--- src/logic/acs_pkg.sv ---
package acs_pkg;
	// ==========================================================
	// Register map (APB byte addresses)
	localparam logic [7:0] ACS_OFS_CTRL0  = 8'h00;
	localparam logic [7:0] ACS_OFS_CFG1   = 8'h04;
	localparam logic [7:0] ACS_OFS_CFG2   = 8'h08;
	localparam logic [7:0] ACS_OFS_RES_HI = 8'h0C;
	localparam logic [7:0] ACS_OFS_RES_LO = 8'h10;
	localparam logic [7:0] ACS_OFS_STAT   = 8'h14;
	// ==========================================================
	// Field positions
	localparam int ACS_B_ON      = 0;
	localparam int ACS_B_GO      = 1;
	localparam int ACS_B_CHS_LO  = 2;
	localparam int ACS_B_PCF_LO  = 0;
	localparam int ACS_B_POSREF  = 4;
	localparam int ACS_B_NEGREF  = 5;
	localparam int ACS_B_CKS_LO  = 0;
	localparam int ACS_B_ACQ_LO  = 3;
	localparam int ACS_B_FMT     = 7;
	localparam int ACS_B_DONE    = 0;
	// ==========================================================
	// Reset values
	localparam logic [3:0] ACS_PCF_RST_ANA = 4'h0;
	localparam logic [3:0] ACS_PCF_RST_DIG = 4'h7;
	localparam logic [7:0] ACS_CFG2_RST    = 8'h00;
	// ==========================================================
	// Geometry and timing
	localparam int ACS_NCH       = 13;
	localparam int ACS_NBITS     = 12;
	localparam int ACS_TCY_CLKS  = 4;
	localparam int ACS_POST_TCY  = 2;
	localparam int ACS_POST_CLKS = ACS_POST_TCY * ACS_TCY_CLKS;
	localparam int ACS_DISCH_TAD = 1;
	localparam int ACS_RC_DIV    = 8;
	localparam logic [3:0] ACS_PCF_ALLD = 4'hF;
	typedef enum logic [2:0] {
		ACS_IDLE, ACS_START, ACS_ACQ, ACS_DISCH, ACS_CONV, ACS_POST
	} acs_state_t;
endpackage

--- src/logic/acs_adc_control_sequencer.sv ---
// Implementation choices: the register addresses and the APB register port.
module acs_adc_control_sequencer
	import acs_pkg::*;
(
	input  wire logic                 clk,
	input  wire logic                 rst_n,
	input  wire logic                 psel,
	input  wire logic                 penable,
	input  wire logic                 pwrite,
	input  wire logic [7:0]           paddr,
	input  wire logic [31:0]          pwdata,
	output logic      [31:0]          prdata,
	output logic                      pready,
	output logic                      pslverr,
	input  wire logic                 portb_analog_default,
	input  wire logic                 sleep_mode,
	input  wire logic                 cmp_bit,
	output logic      [ACS_NCH-1:0]   pin_analog,
	output logic      [3:0]           channel_sel,
	output logic                      neg_ref_ext,
	output logic                      pos_ref_ext,
	output logic                      sample_en,
	output logic                      discharge_en,
	output logic      [ACS_NBITS-1:0] dac_code,
	output logic                      conv_done_flag
);
	// ==========================================================
	// Register bus
	logic              wr_en;
	logic              rd_en;
	logic              converter_on_q;
	logic              go_q;
	logic [3:0]        chs_q;
	logic              negref_q;
	logic              posref_q;
	logic [3:0]        pcf_q;
	logic              result_format_q;
	logic [2:0]        acq_time_sel_q;
	logic [2:0]        conv_clock_sel_q;
	logic [7:0]        result_high_q;
	logic [7:0]        result_low_q;
	logic              done_q;
	logic [1:0]        strap_cnt_q;
	logic              strap_s1_q;
	logic              strap_s2_q;
	logic              complete;
	logic              abort;
	logic [15:0]       result_word;
	acs_state_t        state_q;

	assign pready  = 1'b1;
	assign wr_en   = psel && penable && pwrite;
	assign rd_en   = psel && penable && !pwrite;
	assign pslverr = psel && penable && !(paddr == ACS_OFS_CTRL0
		|| paddr == ACS_OFS_CFG1 || paddr == ACS_OFS_CFG2
		|| paddr == ACS_OFS_RES_HI || paddr == ACS_OFS_RES_LO
		|| paddr == ACS_OFS_STAT);

	always_comb begin
		prdata = 32'h0000_0000;
		unique case (paddr)
			ACS_OFS_CTRL0:  prdata[5:0] = {chs_q, go_q, converter_on_q};
			ACS_OFS_CFG1:   prdata[5:0] = {negref_q, posref_q, pcf_q};
			ACS_OFS_CFG2:   prdata[7:0] = {result_format_q, 1'b0,
				acq_time_sel_q, conv_clock_sel_q};
			ACS_OFS_RES_HI: prdata[7:0] = result_high_q;
			ACS_OFS_RES_LO: prdata[7:0] = result_low_q;
			ACS_OFS_STAT:   prdata[ACS_B_DONE] = done_q;
			default:        prdata = 32'h0000_0000;
		endcase
	end

	// ==========================================================
	// Strap synchroniser and load timer
	always_ff @(posedge clk or negedge rst_n) begin
		if (!rst_n) begin
			strap_s1_q  <= 1'b0;
			strap_s2_q  <= 1'b0;
			strap_cnt_q <= 2'd0;
		end else begin
			strap_s1_q <= portb_analog_default;
			strap_s2_q <= strap_s1_q;
			if (strap_cnt_q != 2'd3)
				strap_cnt_q <= strap_cnt_q + 2'd1;
		end
	end

	// ==========================================================
	// Control registers
	always_ff @(posedge clk or negedge rst_n) begin
		if (!rst_n) begin
			converter_on_q   <= 1'b0;
			chs_q            <= 4'h0;
			negref_q         <= 1'b0;
			posref_q         <= 1'b0;
			pcf_q            <= ACS_PCF_RST_ANA;
			result_format_q  <= ACS_CFG2_RST[ACS_B_FMT];
			acq_time_sel_q   <= ACS_CFG2_RST[ACS_B_ACQ_LO +: 3];
			conv_clock_sel_q <= ACS_CFG2_RST[ACS_B_CKS_LO +: 3];
		end else begin
			if (strap_cnt_q == 2'd2)
				pcf_q <= strap_s2_q ? ACS_PCF_RST_ANA
					: ACS_PCF_RST_DIG;
			if (wr_en && paddr == ACS_OFS_CTRL0) begin
				converter_on_q <= pwdata[ACS_B_ON];
				chs_q <= pwdata[ACS_B_CHS_LO +: 4];
			end
			if (wr_en && paddr == ACS_OFS_CFG1) begin
				negref_q <= pwdata[ACS_B_NEGREF];
				posref_q <= pwdata[ACS_B_POSREF];
				pcf_q    <= pwdata[ACS_B_PCF_LO +: 4];
			end
			if (wr_en && paddr == ACS_OFS_CFG2) begin
				result_format_q  <= pwdata[ACS_B_FMT];
				acq_time_sel_q   <= pwdata[ACS_B_ACQ_LO +: 3];
				conv_clock_sel_q <= pwdata[ACS_B_CKS_LO +: 3];
			end
		end
	end

	// ==========================================================
	// Pin and reference outputs
	assign neg_ref_ext = negref_q;
	assign pos_ref_ext = posref_q;
	// Codes 13..15 pass through; converter reads a floating node
	assign channel_sel = chs_q;

	always_comb begin
		logic [3:0] n_ana;
		n_ana = 4'd0;
		unique case (pcf_q)
			4'h0, 4'h1, 4'h2: n_ana = 4'd13;
			4'h3:             n_ana = 4'd12;
			4'h4:             n_ana = 4'd11;
			4'h5:             n_ana = 4'd10;
			4'h6:             n_ana = 4'd9;
			4'h7:             n_ana = 4'd8;
			4'h8, 4'h9:       n_ana = 4'd7;
			4'hA:             n_ana = 4'd6;
			4'hB:             n_ana = 4'd5;
			4'hC:             n_ana = 4'd3;
			4'hD:             n_ana = 4'd2;
			4'hE:             n_ana = 4'd1;
			ACS_PCF_ALLD:     n_ana = 4'd0;
		endcase
		for (int i = 0; i < ACS_NCH; i++)
			pin_analog[i] = (i < int'(n_ana));
	end

	// ==========================================================
	// Bit-period clock enable
	logic       is_rc;
	logic [6:0] div_max;
	logic [6:0] div_q;
	logic       tad_tick;
	logic [2:0] rc_q;
	assign is_rc = (conv_clock_sel_q[1:0] == 2'b11);
	always_comb begin
		unique case (conv_clock_sel_q)
			3'b000:  div_max = 7'd1;
			3'b001:  div_max = 7'd7;
			3'b010:  div_max = 7'd31;
			3'b100:  div_max = 7'd3;
			3'b101:  div_max = 7'd15;
			3'b110:  div_max = 7'd63;
			default: div_max = 7'(ACS_RC_DIV - 1);
		endcase
	end
	// Oscillator-derived periods stop in sleep; RC keeps running
	assign tad_tick = (div_q == div_max) && (is_rc || !sleep_mode);
	always_ff @(posedge clk or negedge rst_n) begin
		if (!rst_n)
			div_q <= 7'd0;
		else if (state_q == ACS_IDLE || state_q == ACS_START
			|| div_q >= div_max)
			div_q <= 7'd0;
		else if (is_rc || !sleep_mode)
			div_q <= div_q + 7'd1;
	end

	// ==========================================================
	// Sequencer
	logic [4:0] acq_tad;
	logic [4:0] cnt_q;
	logic [3:0] bit_q;
	logic [3:0] start_q;
	logic [3:0] start_len;
	logic [ACS_NBITS-1:0] sar_q;
	always_comb begin
		unique case (acq_time_sel_q)
			3'b000: acq_tad = 5'd0;
			3'b001: acq_tad = 5'd2;
			3'b010: acq_tad = 5'd4;
			3'b011: acq_tad = 5'd6;
			3'b100: acq_tad = 5'd8;
			3'b101: acq_tad = 5'd12;
			3'b110: acq_tad = 5'd16;
			3'b111: acq_tad = 5'd20;
		endcase
	end
	// One instruction for a sleep to land, plus one more on RC clock with zero acquisition time
	assign start_len = (is_rc && acq_tad == 5'd0) ? 4'(2 * ACS_TCY_CLKS)
		: 4'(ACS_TCY_CLKS);

	logic go_wr1;
	logic go_wr0;
	assign go_wr1 = wr_en && paddr == ACS_OFS_CTRL0 && pwdata[ACS_B_GO]
		&& pwdata[ACS_B_ON] && converter_on_q;
	assign go_wr0 = wr_en && paddr == ACS_OFS_CTRL0
		&& !(pwdata[ACS_B_GO] && pwdata[ACS_B_ON]);
	assign abort    = go_q && go_wr0;
	assign complete = state_q == ACS_CONV && tad_tick
		&& bit_q == 4'd0 && !go_wr0;

	always_ff @(posedge clk or negedge rst_n) begin
		if (!rst_n) begin
			state_q <= ACS_IDLE;
			cnt_q   <= 5'd0;
			bit_q   <= 4'd0;
			start_q <= 4'd0;
			sar_q   <= '0;
			go_q    <= 1'b0;
		end else if (abort || (go_q && !converter_on_q)) begin
			go_q    <= 1'b0;
			state_q <= ACS_POST;
			cnt_q   <= 5'd0;
		end else begin
			unique case (state_q)
				ACS_IDLE: if (go_wr1) begin
					go_q    <= 1'b1;
					start_q <= 4'd0;
					state_q <= (acq_tad == 5'd0 || is_rc) ? ACS_START
						: ACS_ACQ;
					cnt_q   <= 5'd0;
				end
				ACS_START: begin
					start_q <= start_q + 4'd1;
					if (start_q + 4'd1 >= start_len) begin
						state_q <= (acq_tad == 5'd0) ? ACS_DISCH
							: ACS_ACQ;
						cnt_q   <= 5'd0;
					end
				end
				ACS_ACQ: if (tad_tick) begin
					cnt_q <= cnt_q + 5'd1;
					if (cnt_q + 5'd1 >= acq_tad) begin
						state_q <= ACS_DISCH;
						cnt_q   <= 5'd0;
					end
				end
				ACS_DISCH: if (tad_tick) begin
					state_q <= ACS_CONV;
					bit_q   <= 4'(ACS_NBITS - 1);
					sar_q   <= {1'b1, {(ACS_NBITS-1){1'b0}}};
				end
				ACS_CONV: if (tad_tick) begin
					sar_q[bit_q] <= cmp_bit;
					if (bit_q != 4'd0)
						sar_q[bit_q - 4'd1] <= 1'b1;
					if (bit_q == 4'd0) begin
						go_q    <= 1'b0;
						state_q <= ACS_POST;
						cnt_q   <= 5'd0;
					end else
						bit_q <= bit_q - 4'd1;
				end
				ACS_POST: begin
					cnt_q <= cnt_q + 5'd1;
					if (cnt_q + 5'd1 >= 5'(ACS_POST_CLKS))
						state_q <= ACS_IDLE;
				end
			endcase
		end
	end

	// Auto acquisition tracks selected channel while idle
	assign sample_en    = converter_on_q && (state_q == ACS_IDLE
		|| state_q == ACS_ACQ || state_q == ACS_START);
	assign discharge_en = state_q == ACS_DISCH;
	assign dac_code     = sar_q;

	// ==========================================================
	// Result pair and done flag
	logic [ACS_NBITS-1:0] final_res;
	always_comb begin
		final_res    = sar_q;
		final_res[0] = cmp_bit;
	end
	assign result_word = result_format_q
		? {4'h0, final_res} : {final_res, 4'h0};

	// No reset: contents survive warm resets
	always_ff @(posedge clk) begin
		if (complete) begin
			result_high_q <= result_word[15:8];
			result_low_q  <= result_word[7:0];
		end else begin
			if (wr_en && paddr == ACS_OFS_RES_HI)
				result_high_q <= pwdata[7:0];
			if (wr_en && paddr == ACS_OFS_RES_LO)
				result_low_q <= pwdata[7:0];
		end
	end

	always_ff @(posedge clk or negedge rst_n) begin
		if (!rst_n)
			done_q <= 1'b0;
		else if (complete)
			done_q <= 1'b1;
		else if (wr_en && paddr == ACS_OFS_STAT && pwdata[ACS_B_DONE])
			done_q <= 1'b0;
	end
	assign conv_done_flag = done_q;

	// ==========================================================
	// Checks
	property p_done_set;
		@(posedge clk) disable iff (!rst_n) complete |=> done_q;
	endproperty
	a_done_set: assert property (p_done_set)
		else $error("done flag not set");

	property p_go_clear;
		@(posedge clk) disable iff (!rst_n) complete |=> !go_q;
	endproperty
	a_go_clear: assert property (p_go_clear)
		else $error("go not cleared");

	property p_abort;
		@(posedge clk) disable iff (!rst_n)
			abort |=> !go_q && state_q == ACS_POST;
	endproperty
	a_abort: assert property (p_abort)
		else $error("abort missed");

	property p_post_len;
		@(posedge clk) disable iff (!rst_n)
			$rose(state_q == ACS_POST) |-> (state_q == ACS_POST)[*8];
	endproperty
	a_post_len: assert property (p_post_len)
		else $error("post wait short");

	property p_disch;
		@(posedge clk) disable iff (!rst_n)
			$rose(state_q == ACS_CONV) |-> $past(state_q) == ACS_DISCH;
	endproperty
	a_disch: assert property (p_disch)
		else $error("no discharge");

	property p_all_dig;
		@(posedge clk) disable iff (!rst_n)
			pcf_q == ACS_PCF_ALLD |-> pin_analog == '0;
	endproperty
	a_all_dig: assert property (p_all_dig)
		else $error("pins not digital");

	property p_fmt;
		@(posedge clk) disable iff (!rst_n)
			complete && result_format_q |=> result_high_q[7:4] == 4'h0;
	endproperty
	a_fmt: assert property (p_fmt)
		else $error("right format high nibble");

	property p_start;
		@(posedge clk) disable iff (!rst_n)
			go_wr1 && state_q == ACS_IDLE && acq_tad == 5'd0 && !is_rc
			|=> (state_q == ACS_START)[*4] ##1 state_q == ACS_DISCH;
	endproperty
	a_start: assert property (p_start)
		else $error("start delay wrong");

	c_complete: cover property (@(posedge clk) complete);
	c_abort:    cover property (@(posedge clk) abort);
	c_acq:      cover property (@(posedge clk) state_q == ACS_ACQ);
endmodule

--- config.mk ---
export PLATFORM = sky130hd
export DESIGN_NAME = acs_adc_control_sequencer
export DESIGN_NICKNAME = d
export VERILOG_FILES = /design/src/logic/acs_pkg.sv /design/src/logic/acs_adc_control_sequencer.sv
export SDC_FILE = /design/constraint.sdc
export NUM_CORES = 1
export LEC_CHECK = 0
export BUFFER_PORTS_ARGS = -buffer_cell sky130_fd_sc_hd__buf_2
export CORE_MARGIN = 2
export CORE_UTILIZATION = 25
export DETAILED_ROUTE_END_ITERATION = 10
export PLACE_DENSITY = 0.52
export RECOVER_POWER = 25
export SLEW_MARGIN = 20
export SYNTH_ARGS = -nofsm -noshare
export SYNTH_HDL_FRONTEND = slang
export SYNTH_SLANG_ARGS = --single-unit
export TNS_END_PERCENT = 1
--- constraint.sdc ---
create_clock -name clk -period 6.3 [get_ports clk]
set_clock_uncertainty 0.15 [all_clocks]
set_input_delay 1.89 -clock clk [delete_from_list [all_inputs] [get_ports clk]]
set_output_delay 1.89 -clock clk [all_outputs]
set_load 0.02 [all_outputs]
==> results of run 1 <==
[worst max-delay path by stage]
stage	start	endpoint	slack, ns	cells after the start
detailed placement	paddr[0]	prdata[0]	0.50	8
finish	paddr[0]	prdata[0]	0.49	8
floorplan	paddr[0]	prdata[1]	0.48	6
global placement	paddr[0]	prdata[0]	0.45	8
CTS	paddr[0]	prdata[0]	0.49	8
global route	paddr[0]	prdata[5]	0.41	8
[cell families after synthesis]
group           count (synthesis)  share of synthesized area [%]
compound gates                149                           19.8
xor+xnor                       11                           1.97
fa+ha+maj                      24                           6.13
buf+inv                        64                           6.82
flops                          75                           39.9
mux                            30                           6.54
other cells                     2                          0.153
simple gates                  180                           18.7
[routing by layer]
layer | up-vias | global-route usage [%] | part of all wire (%)
met5 | - | 0 | 0
met4 | 0 | 4.80 | 1.6
met3 | 11 | 1.92 | 4.7
met2 | 83 | 20.8 | 46
met1 | 1941 | 17.5 | 48
li1 | 2041 | - | -
[area by class of cell]
class / instances / area share [%]
multi-input combinational: 419 / 46.8
sequential: 75 / 33.8
timing repair buffer: 74 / 6.68
tap: 265 / 5.73
clock buffer: 9 / 3.89
clock inverter: 7 / 2.14
inverter: 14 / 0.909
[registers in the layout, indices dropped and copies added (netlist names), 3 cells and up]
signal,cells
result_low_q,8
channel_sel,4
result_high_q,8
bit_q,4
div_q,7
state_q,3
cnt_q,5
pcf_q,4
acq_time_sel_q,3
conv_clock_sel_q,3
start_q,4
dac_code,12
[cells in the mapped netlist (3+ instances only)]
cell / count
sky130_fd_sc_hd__a21o_1: 6
sky130_fd_sc_hd__o21ai_0: 50
sky130_fd_sc_hd__dfrtp_1: 59
sky130_fd_sc_hd__clkbuf_1: 25
sky130_fd_sc_hd__and3_1: 5
sky130_fd_sc_hd__nor3_1: 12
sky130_fd_sc_hd__mux2i_1: 14
sky130_fd_sc_hd__xnor2_1: 6
sky130_fd_sc_hd__a21oi_1: 21
sky130_fd_sc_hd__o22ai_1: 3
sky130_fd_sc_hd__ha_1: 24
sky130_fd_sc_hd__inv_1: 14
sky130_fd_sc_hd__xor2_1: 5
sky130_fd_sc_hd__nand3_1: 25
sky130_fd_sc_hd__or4_4: 3
sky130_fd_sc_hd__a22o_1: 4
sky130_fd_sc_hd__a22oi_1: 15
sky130_fd_sc_hd__a2bb2oi_1: 3
sky130_fd_sc_hd__a31oi_1: 7
sky130_fd_sc_hd__a21boi_0: 7
sky130_fd_sc_hd__and2_1: 3
sky130_fd_sc_hd__buf_4: 25
sky130_fd_sc_hd__a32oi_1: 4
sky130_fd_sc_hd__edfxtp_1: 16
sky130_fd_sc_hd__nor2_1: 24
sky130_fd_sc_hd__nor4_1: 6
sky130_fd_sc_hd__o31ai_1: 4
sky130_fd_sc_hd__nand2b_1: 11
sky130_fd_sc_hd__nand2_1: 63
sky130_fd_sc_hd__mux2_2: 16
sky130_fd_sc_hd__a211oi_1: 3
sky130_fd_sc_hd__nor2b_1: 11
[through the flow]
stage | power (mW) | cell area [sq um] | setup WS, ns | utilization (%)
finish | 2.00 | 5780 | 0.488 | 29.9
global route | 2.14 | 5780 | 0.414 | 29.9
CTS | 2.01 | 5790 | 0.485 | 29.9
detailed placement | 1.39 | 5440 | 0.496 | 28.1
global placement | 1.40 | 5440 | 0.453 | 28.1
floorplan | 1.20 | 4990 | 0.480 | -
[critical path, stage by stage]
cell and delay (ns):
sky130_fd_sc_hd__buf_2 0.11, sky130_fd_sc_hd__or4_1 0.54, sky130_fd_sc_hd__or2_2 0.34, sky130_fd_sc_hd__nor4b_2 0.27
sky130_fd_sc_hd__buf_4 0.22, sky130_fd_sc_hd__a22oi_1 0.11, sky130_fd_sc_hd__nand3_1 0.12, sky130_fd_sc_hd__buf_2 0.17
[layout by cell type, fill, tap and decap left out, types with 16 or more instances in the layout]
master	n
sky130_fd_sc_hd__a21oi_1	21
sky130_fd_sc_hd__buf_2	66
sky130_fd_sc_hd__conb_1	25
sky130_fd_sc_hd__dfrtp_1	59
sky130_fd_sc_hd__edfxtp_1	16
sky130_fd_sc_hd__ha_1	24
sky130_fd_sc_hd__mux2_2	16
sky130_fd_sc_hd__nand2_1	63
sky130_fd_sc_hd__nand3_1	25
sky130_fd_sc_hd__nor2_1	24
sky130_fd_sc_hd__o21ai_0	51
[power breakdown]
group	switching, mW	internal (mW)	total [mW]	leakage [nW]
logic	0.417	0.273	0.690	1.40
registers	0.130	0.567	0.697	0.919
clock network	0.220	0.391	0.612	0.172
==> metrics list, run 1 <==
* Endpoint type of the worst setup path: output pin
* Rel. slew slack: -131%
* Number of enable flip-flop cells after synthesis: 16
- The repair_antennas step left the layout with diodes totalling 0.
* Clock-pin slew on the worst setup and hold paths: 0.06 ns
- Die height: 144 um
* Clock Sinks: 75
* Number of nets in the layout: 665
- Final HPWL DP: 9.46 mm
- In this run the biggest area consumer among cell types represents 30.1% of the synthesized area.
* Max_cap viols: 1
- The largest total area in the synthesized netlist belongs to sky130_fd_sc_hd__dfrtp_1.
- The number of global-route vias before repair was 3883.
- The worst setup path is launched from an input port.
* CTS H-tree depth: 3
* Hold buffers post-CTS: 0
- At the pin with the least slew margin, the transition time is 3.46 ns.
* Inserted Clock Buffers: 9
- Row generation in the floorplan step produced 51 rows.
- Count of warnings emitted by yosys: 0
* Worst setup slack for register-to-register paths: 2.70 ns
- Number of gates resized after CTS: 0
- Global routing usage summed across all routing layers: 12.9%
- # Post-CTS Setup Buffers: 0
- The worst hold path belongs to the class flip-flop to flip-flop.
- The number of max-slew violations in the final report came to 60.
* Boundary Pins: 116
- Avg Vias per Cell: 4.72
- For this run, the register share of the synthesized area comes to 39.9%.
- Count of port buffers added during placement: 66
- Standard cell core area: 19300 sq um
* Min-delay src: strap_s1_q
- In the final layout, flip-flops and latches occupy 1960 sq um.
* Synthesized area per cell: 9.16 sq um
- Die extent in x: 144 um
* Total number of vias: 4076
- TritonCTS clock tree: done
- Counting tap cells, the placed design contains a total of 847 instances.
* Clock latency of the later-clocked register in the worst-skew pair: 0.34 ns
- Across the VDD grid, the largest voltage drop is 0.127 mV.
- The critical path is of the input port to output pin type.
* Failing checks: capacitance limit, slew limit
* Final weighted congestion of routability-driven global placement: 0.823
- Hold path depth: 0
- Post-DR wirelength/cell: 15.1 um
- Cell Area, Synth: 4900 sq um
- Post-synthesis async set-or-reset flop share: 78.7%
- The count of final hold-check violations is 0.
* Synth-to-layout area growth: 18.0%
* Top cells by area in the synthesized netlist: sky130_fd_sc_hd__dfrtp_1 30%, sky130_fd_sc_hd__edfxtp_1 9.8%, sky130_fd_sc_hd__ha_1 6.1%
* Fraction of final layout cells sized beyond drive strength 1: 19.4%
* Logic depth of the worst register-to-register path: 7
- Highest attainable clock frequency: 172 MHz
- The finished layout holds 863 standard cells, fillers aside.
* Post-synthesis cell count: 535
- CP Data Arrival Time: 3.77 ns
* Number of different library cells in the post-synthesis netlist: 61
* Final critical-path share of the clock period: 92.2%
- The longest clock path from root to sink contains 2 buffers.
- Adding up every negative setup slack in the final design gives 0 ns.
- After the first detailed-routing iteration, the DRC count stood at 320.
* Synth Register Bits: 75
* Unrepaired setup endpoints after global routing: false
- Among all flip-flop cells after synthesis, the most frequent one is sky130_fd_sc_hd__dfrtp_1.
* Residual DRC count: 0
* Standby leakage power: 2.50 nW
- First-pass GRT wire length: 21.0 mm
- In this run the clock root is driven by a sky130_fd_sc_hd__clkbuf_16.
- Dividing total power by cell area gives a power density of 345 nW/um^2.
- Global route overflow: 0
- Fin crit period: 5.81 ns
- Post-route ant nets: 0
- Pin count of the biggest net entering global routing: 60
- For this configuration, the core starts out at a cell density of 25.3%.
* Maximum fanout count along the critical path: 9
- Aggregate routed wire length: 13.1 mm
- Final hold analysis gives a worst-case slack of 0.201 ns.
* Critical R2R Capture: state_q[1]
- Worst Hold End: strap_s2_q
- Final setup violation count: 0
* Die area: 20700 sq um
* CP Data Required Time: 4.26 ns
* Fill count: 2047
* Number of antenna violations at the first check in global routing: 0
* Beginning of the worst register-to-register path: bit_q[0]
- The first detailed-routing pass ran for 4 iterations.
- Area occupied by multi-input gates: 2710 sq um
* Outcome: complete, but fails checks
No activity file was read; power rests on OpenSTA's default activity.
==> inputs of run 2 (changes only) <==
--- a/config.mk
+++ b/config.mk
@@ -9,6 +9,7 @@
 export CORE_MARGIN = 2
 export CORE_UTILIZATION = 25
 export DETAILED_ROUTE_END_ITERATION = 10
+export GPL_TIMING_DRIVEN = 0
 export PLACE_DENSITY = 0.52
 export RECOVER_POWER = 25
 export SLEW_MARGIN = 20
==> run 2 against run 1 <==
The run still ends with capacitance limit, slew limit left. Highest routed layer unchanged. Fmax is 4.7% lower. Via count is 2.7% higher. Largest cell class unchanged. Non-clock buffer count is 43 higher. Hold slack worse by 0.0012 ns. Core utilization is 1.2 points higher. First-iteration DRC count is 13% higher. Largest power group is now combinational cells. Die area stayed put. Register-to-register slack worse by 0.15 ns. Critical endpoint is now prdata[5]. Worst setup slack worse by 0.29 ns. Count of clock-buffer cells in the layout is 1 higher.
==> metrics list, run 2 (synthesized netlist as in run 1, its figures left out) <==
* Antenna Cells: 0
- Inserted Clock Buffers: 9
* Power per cell area: 333 nW/um^2
* CP Data Required Time: 4.26 ns
- Headroom to the max-slew limit came out at -96.2%.
* Class of the worst hold path: flip-flop to flip-flop
- The number of global-route vias before repair is 3920.
- CTS H-tree depth: 3
- The number of antenna violations at the first check in global routing is 0.
* Post-DR wirelength/cell: 14.9 um
- For this run the aggregate overflow at the end of global routing stands at 0.
- Die area: 20700 sq um
- Most common library cell in the layout ignoring fill and taps: sky130_fd_sc_hd__buf_2
- Min-delay src: strap_s1_q
- Clock Tree Root: sky130_fd_sc_hd__clkbuf_16
- Once detail routing completed, the nets flagged for antenna violations numbered 0.
- In the layout the commonest cells are 64 x sky130_fd_sc_hd__buf_2, 63 x sky130_fd_sc_hd__nand2_1, 59 x sky130_fd_sc_hd__dfrtp_1.
- Fill cells in the final layout number 2024.
* Avg Vias per Cell: 4.62
* Standby leakage power: 2.62 nW
* Worst vdd ir: 0.145 mV
- Cells with a size suffix above 1 make up 20.9% of the layout.
- For the finished layout, the period the worst path requires is 6.10 ns.
- Once the floorplan was initialized, standard cells occupied 25.3% of the core.
* Hold path depth: 0
* Area of all sequential standard cells: 1960 sq um
* Worst setup slack for register-to-register paths: 2.55 ns
* Number of placement rows: 51
- The die is 144 um tall.
* Count of port buffers added during placement: 65
* Critical setup path kind: input port to output pin
- Data arrives at the worst endpoint at 4.06 ns.
* Pin count of the biggest net entering global routing: 53
* Worst Hold End: strap_s2_q
* Residual DRC count: 0
* Final HPWL DP: 10.0 mm
- Tracing the worst setup path back leads to its startpoint at paddr[0].
* Final weighted congestion of routability-driven global placement: 0.889
- Aggregate routed wire length: 13.5 mm
* Hold buffers post-CTS: 0
- Global routing used 13.3% of the available tracks across all layers.
* Endpoint type of the worst setup path: output pin
* Standard cell core area: 19300 sq um
- First-pass GRT wire length: 21.6 mm
- TritonCTS built the clock tree.
- Number of nets in the layout: 708
- The worst setup path is launched from an input port.
- Fraction of the core area covered by cells at the end of the flow: 31.1%
- Setup repair after global routing left no endpoint under its margin.
- For the worst flop-to-flop path, the logic depth is 10.
- Critical R2R Capture: result_high_q[1]
* Final setup violation count: 0
* Total number of vias: 4185
- For this block, the initial DRC count from the detailed router was 362.
- Adding up every negative setup slack in the final design gives 0 ns.
- Synth-to-layout area growth: 22.8%
- In this run the critical register-to-register path is launched from conv_clock_sel_q[1].
- The flow ran to the end, but the final reports show violations.
- In the final layout, the multi-input gates occupy 2730 sq um.
- Max-cap violations in this run came to 1.
- The register with the most flip-flops in the layout has 12 of them.
- Maximum fanout count along the critical path: 7
* Clock latency of the later-clocked register in the worst-skew pair: 0.35 ns
- The number of max-slew violations in the final report was 53.
* Clock Sinks: 75
* Boundary Pins: 116
- The pre-antenna-repair detailed-routing pass consisted of 5 iterations.
* Die extent in x: 144 um
- The count of final hold-check violations came to 0.
* Clock tree buffer depth: 2
- Based on the critical path, the design can be clocked at up to 164 MHz.
- Clock-pin slew on the worst setup and hold paths: 0.07 ns
- Failing checks: capacitance limit, slew limit
- Hold timing on the final database bottoms out at a slack of 0.200 ns.
- Final critical-path share of the clock period: 96.8%
- Least-Margin Pin Slew: 2.94 ns
==> run 2: power breakdown <==
part | internal, mW | switching, mW | total [mW]
combinational | 0.290 | 0.479 | 0.769
clock | 0.363 | 0.222 | 0.585
sequential | 0.568 | 0.0838 | 0.651
==> run 2: cell type report <==
class	instances	share of cell area, %
clock buffers	10	3.97
multi-input cells	419	45.3
repair buffers	67	5.57
well taps	265	5.51
inverters	14	0.873
plain buffers	50	4.68
flip-flops and latches	75	32.5
clock inverters	6	1.60
==> run 2: repair_timing <==
action,in CTS,in global routing
setup endpoints to repair,8,4
pin swaps,0,1
gates resized for setup,2,1
gates cloned,0,0
setup buffers,0,1
==> run 2: how the worst max path moves through the flow <==
stage | to | cells past startpoint
after floorplan | prdata[1] | 6
after global placement | prdata[1] | 8
after detailed placement | prdata[3] | 8
after CTS | prdata[1] | 8
after global routing | prdata[5] | 8
final | prdata[5] | 8
==> run 2: critical path, cell delays in order <==
cell and delay (ns):
sky130_fd_sc_hd__buf_2 0.11, sky130_fd_sc_hd__or4_1 0.54, sky130_fd_sc_hd__or2_2 0.28, sky130_fd_sc_hd__clkbuf_1 0.20, sky130_fd_sc_hd__nor3_2 0.52, sky130_fd_sc_hd__a22oi_1 0.16, sky130_fd_sc_hd__nand3_1 0.16, sky130_fd_sc_hd__buf_2 0.18
==> run 2: through the flow <==
stage          power (mW)  cells  setup slack, ns  cell area [sq um]
2_1_floorplan        1.20    558            0.480               4990
3_3_place_gp         1.42    888           -0.348               5640
3_5_place_dp         1.43    889           -0.173               5680
4_1_cts              2.02    905           0.0797               6030
5_1_grt              2.16    906           0.0917               6020
6_report             2.00    906            0.203               6020
==> run 2: routing by layer <==
metal | GRT usage, % | vias to the layer above | wire [um]
met1 | 19.0 | 1953 | 6550
met2 | 20.2 | 95 | 6060
met5 | 0 | - | 0
met3 | 1.99 | 14 | 653
li1 | - | 2123 | -
met4 | 5.57 | 0 | 249
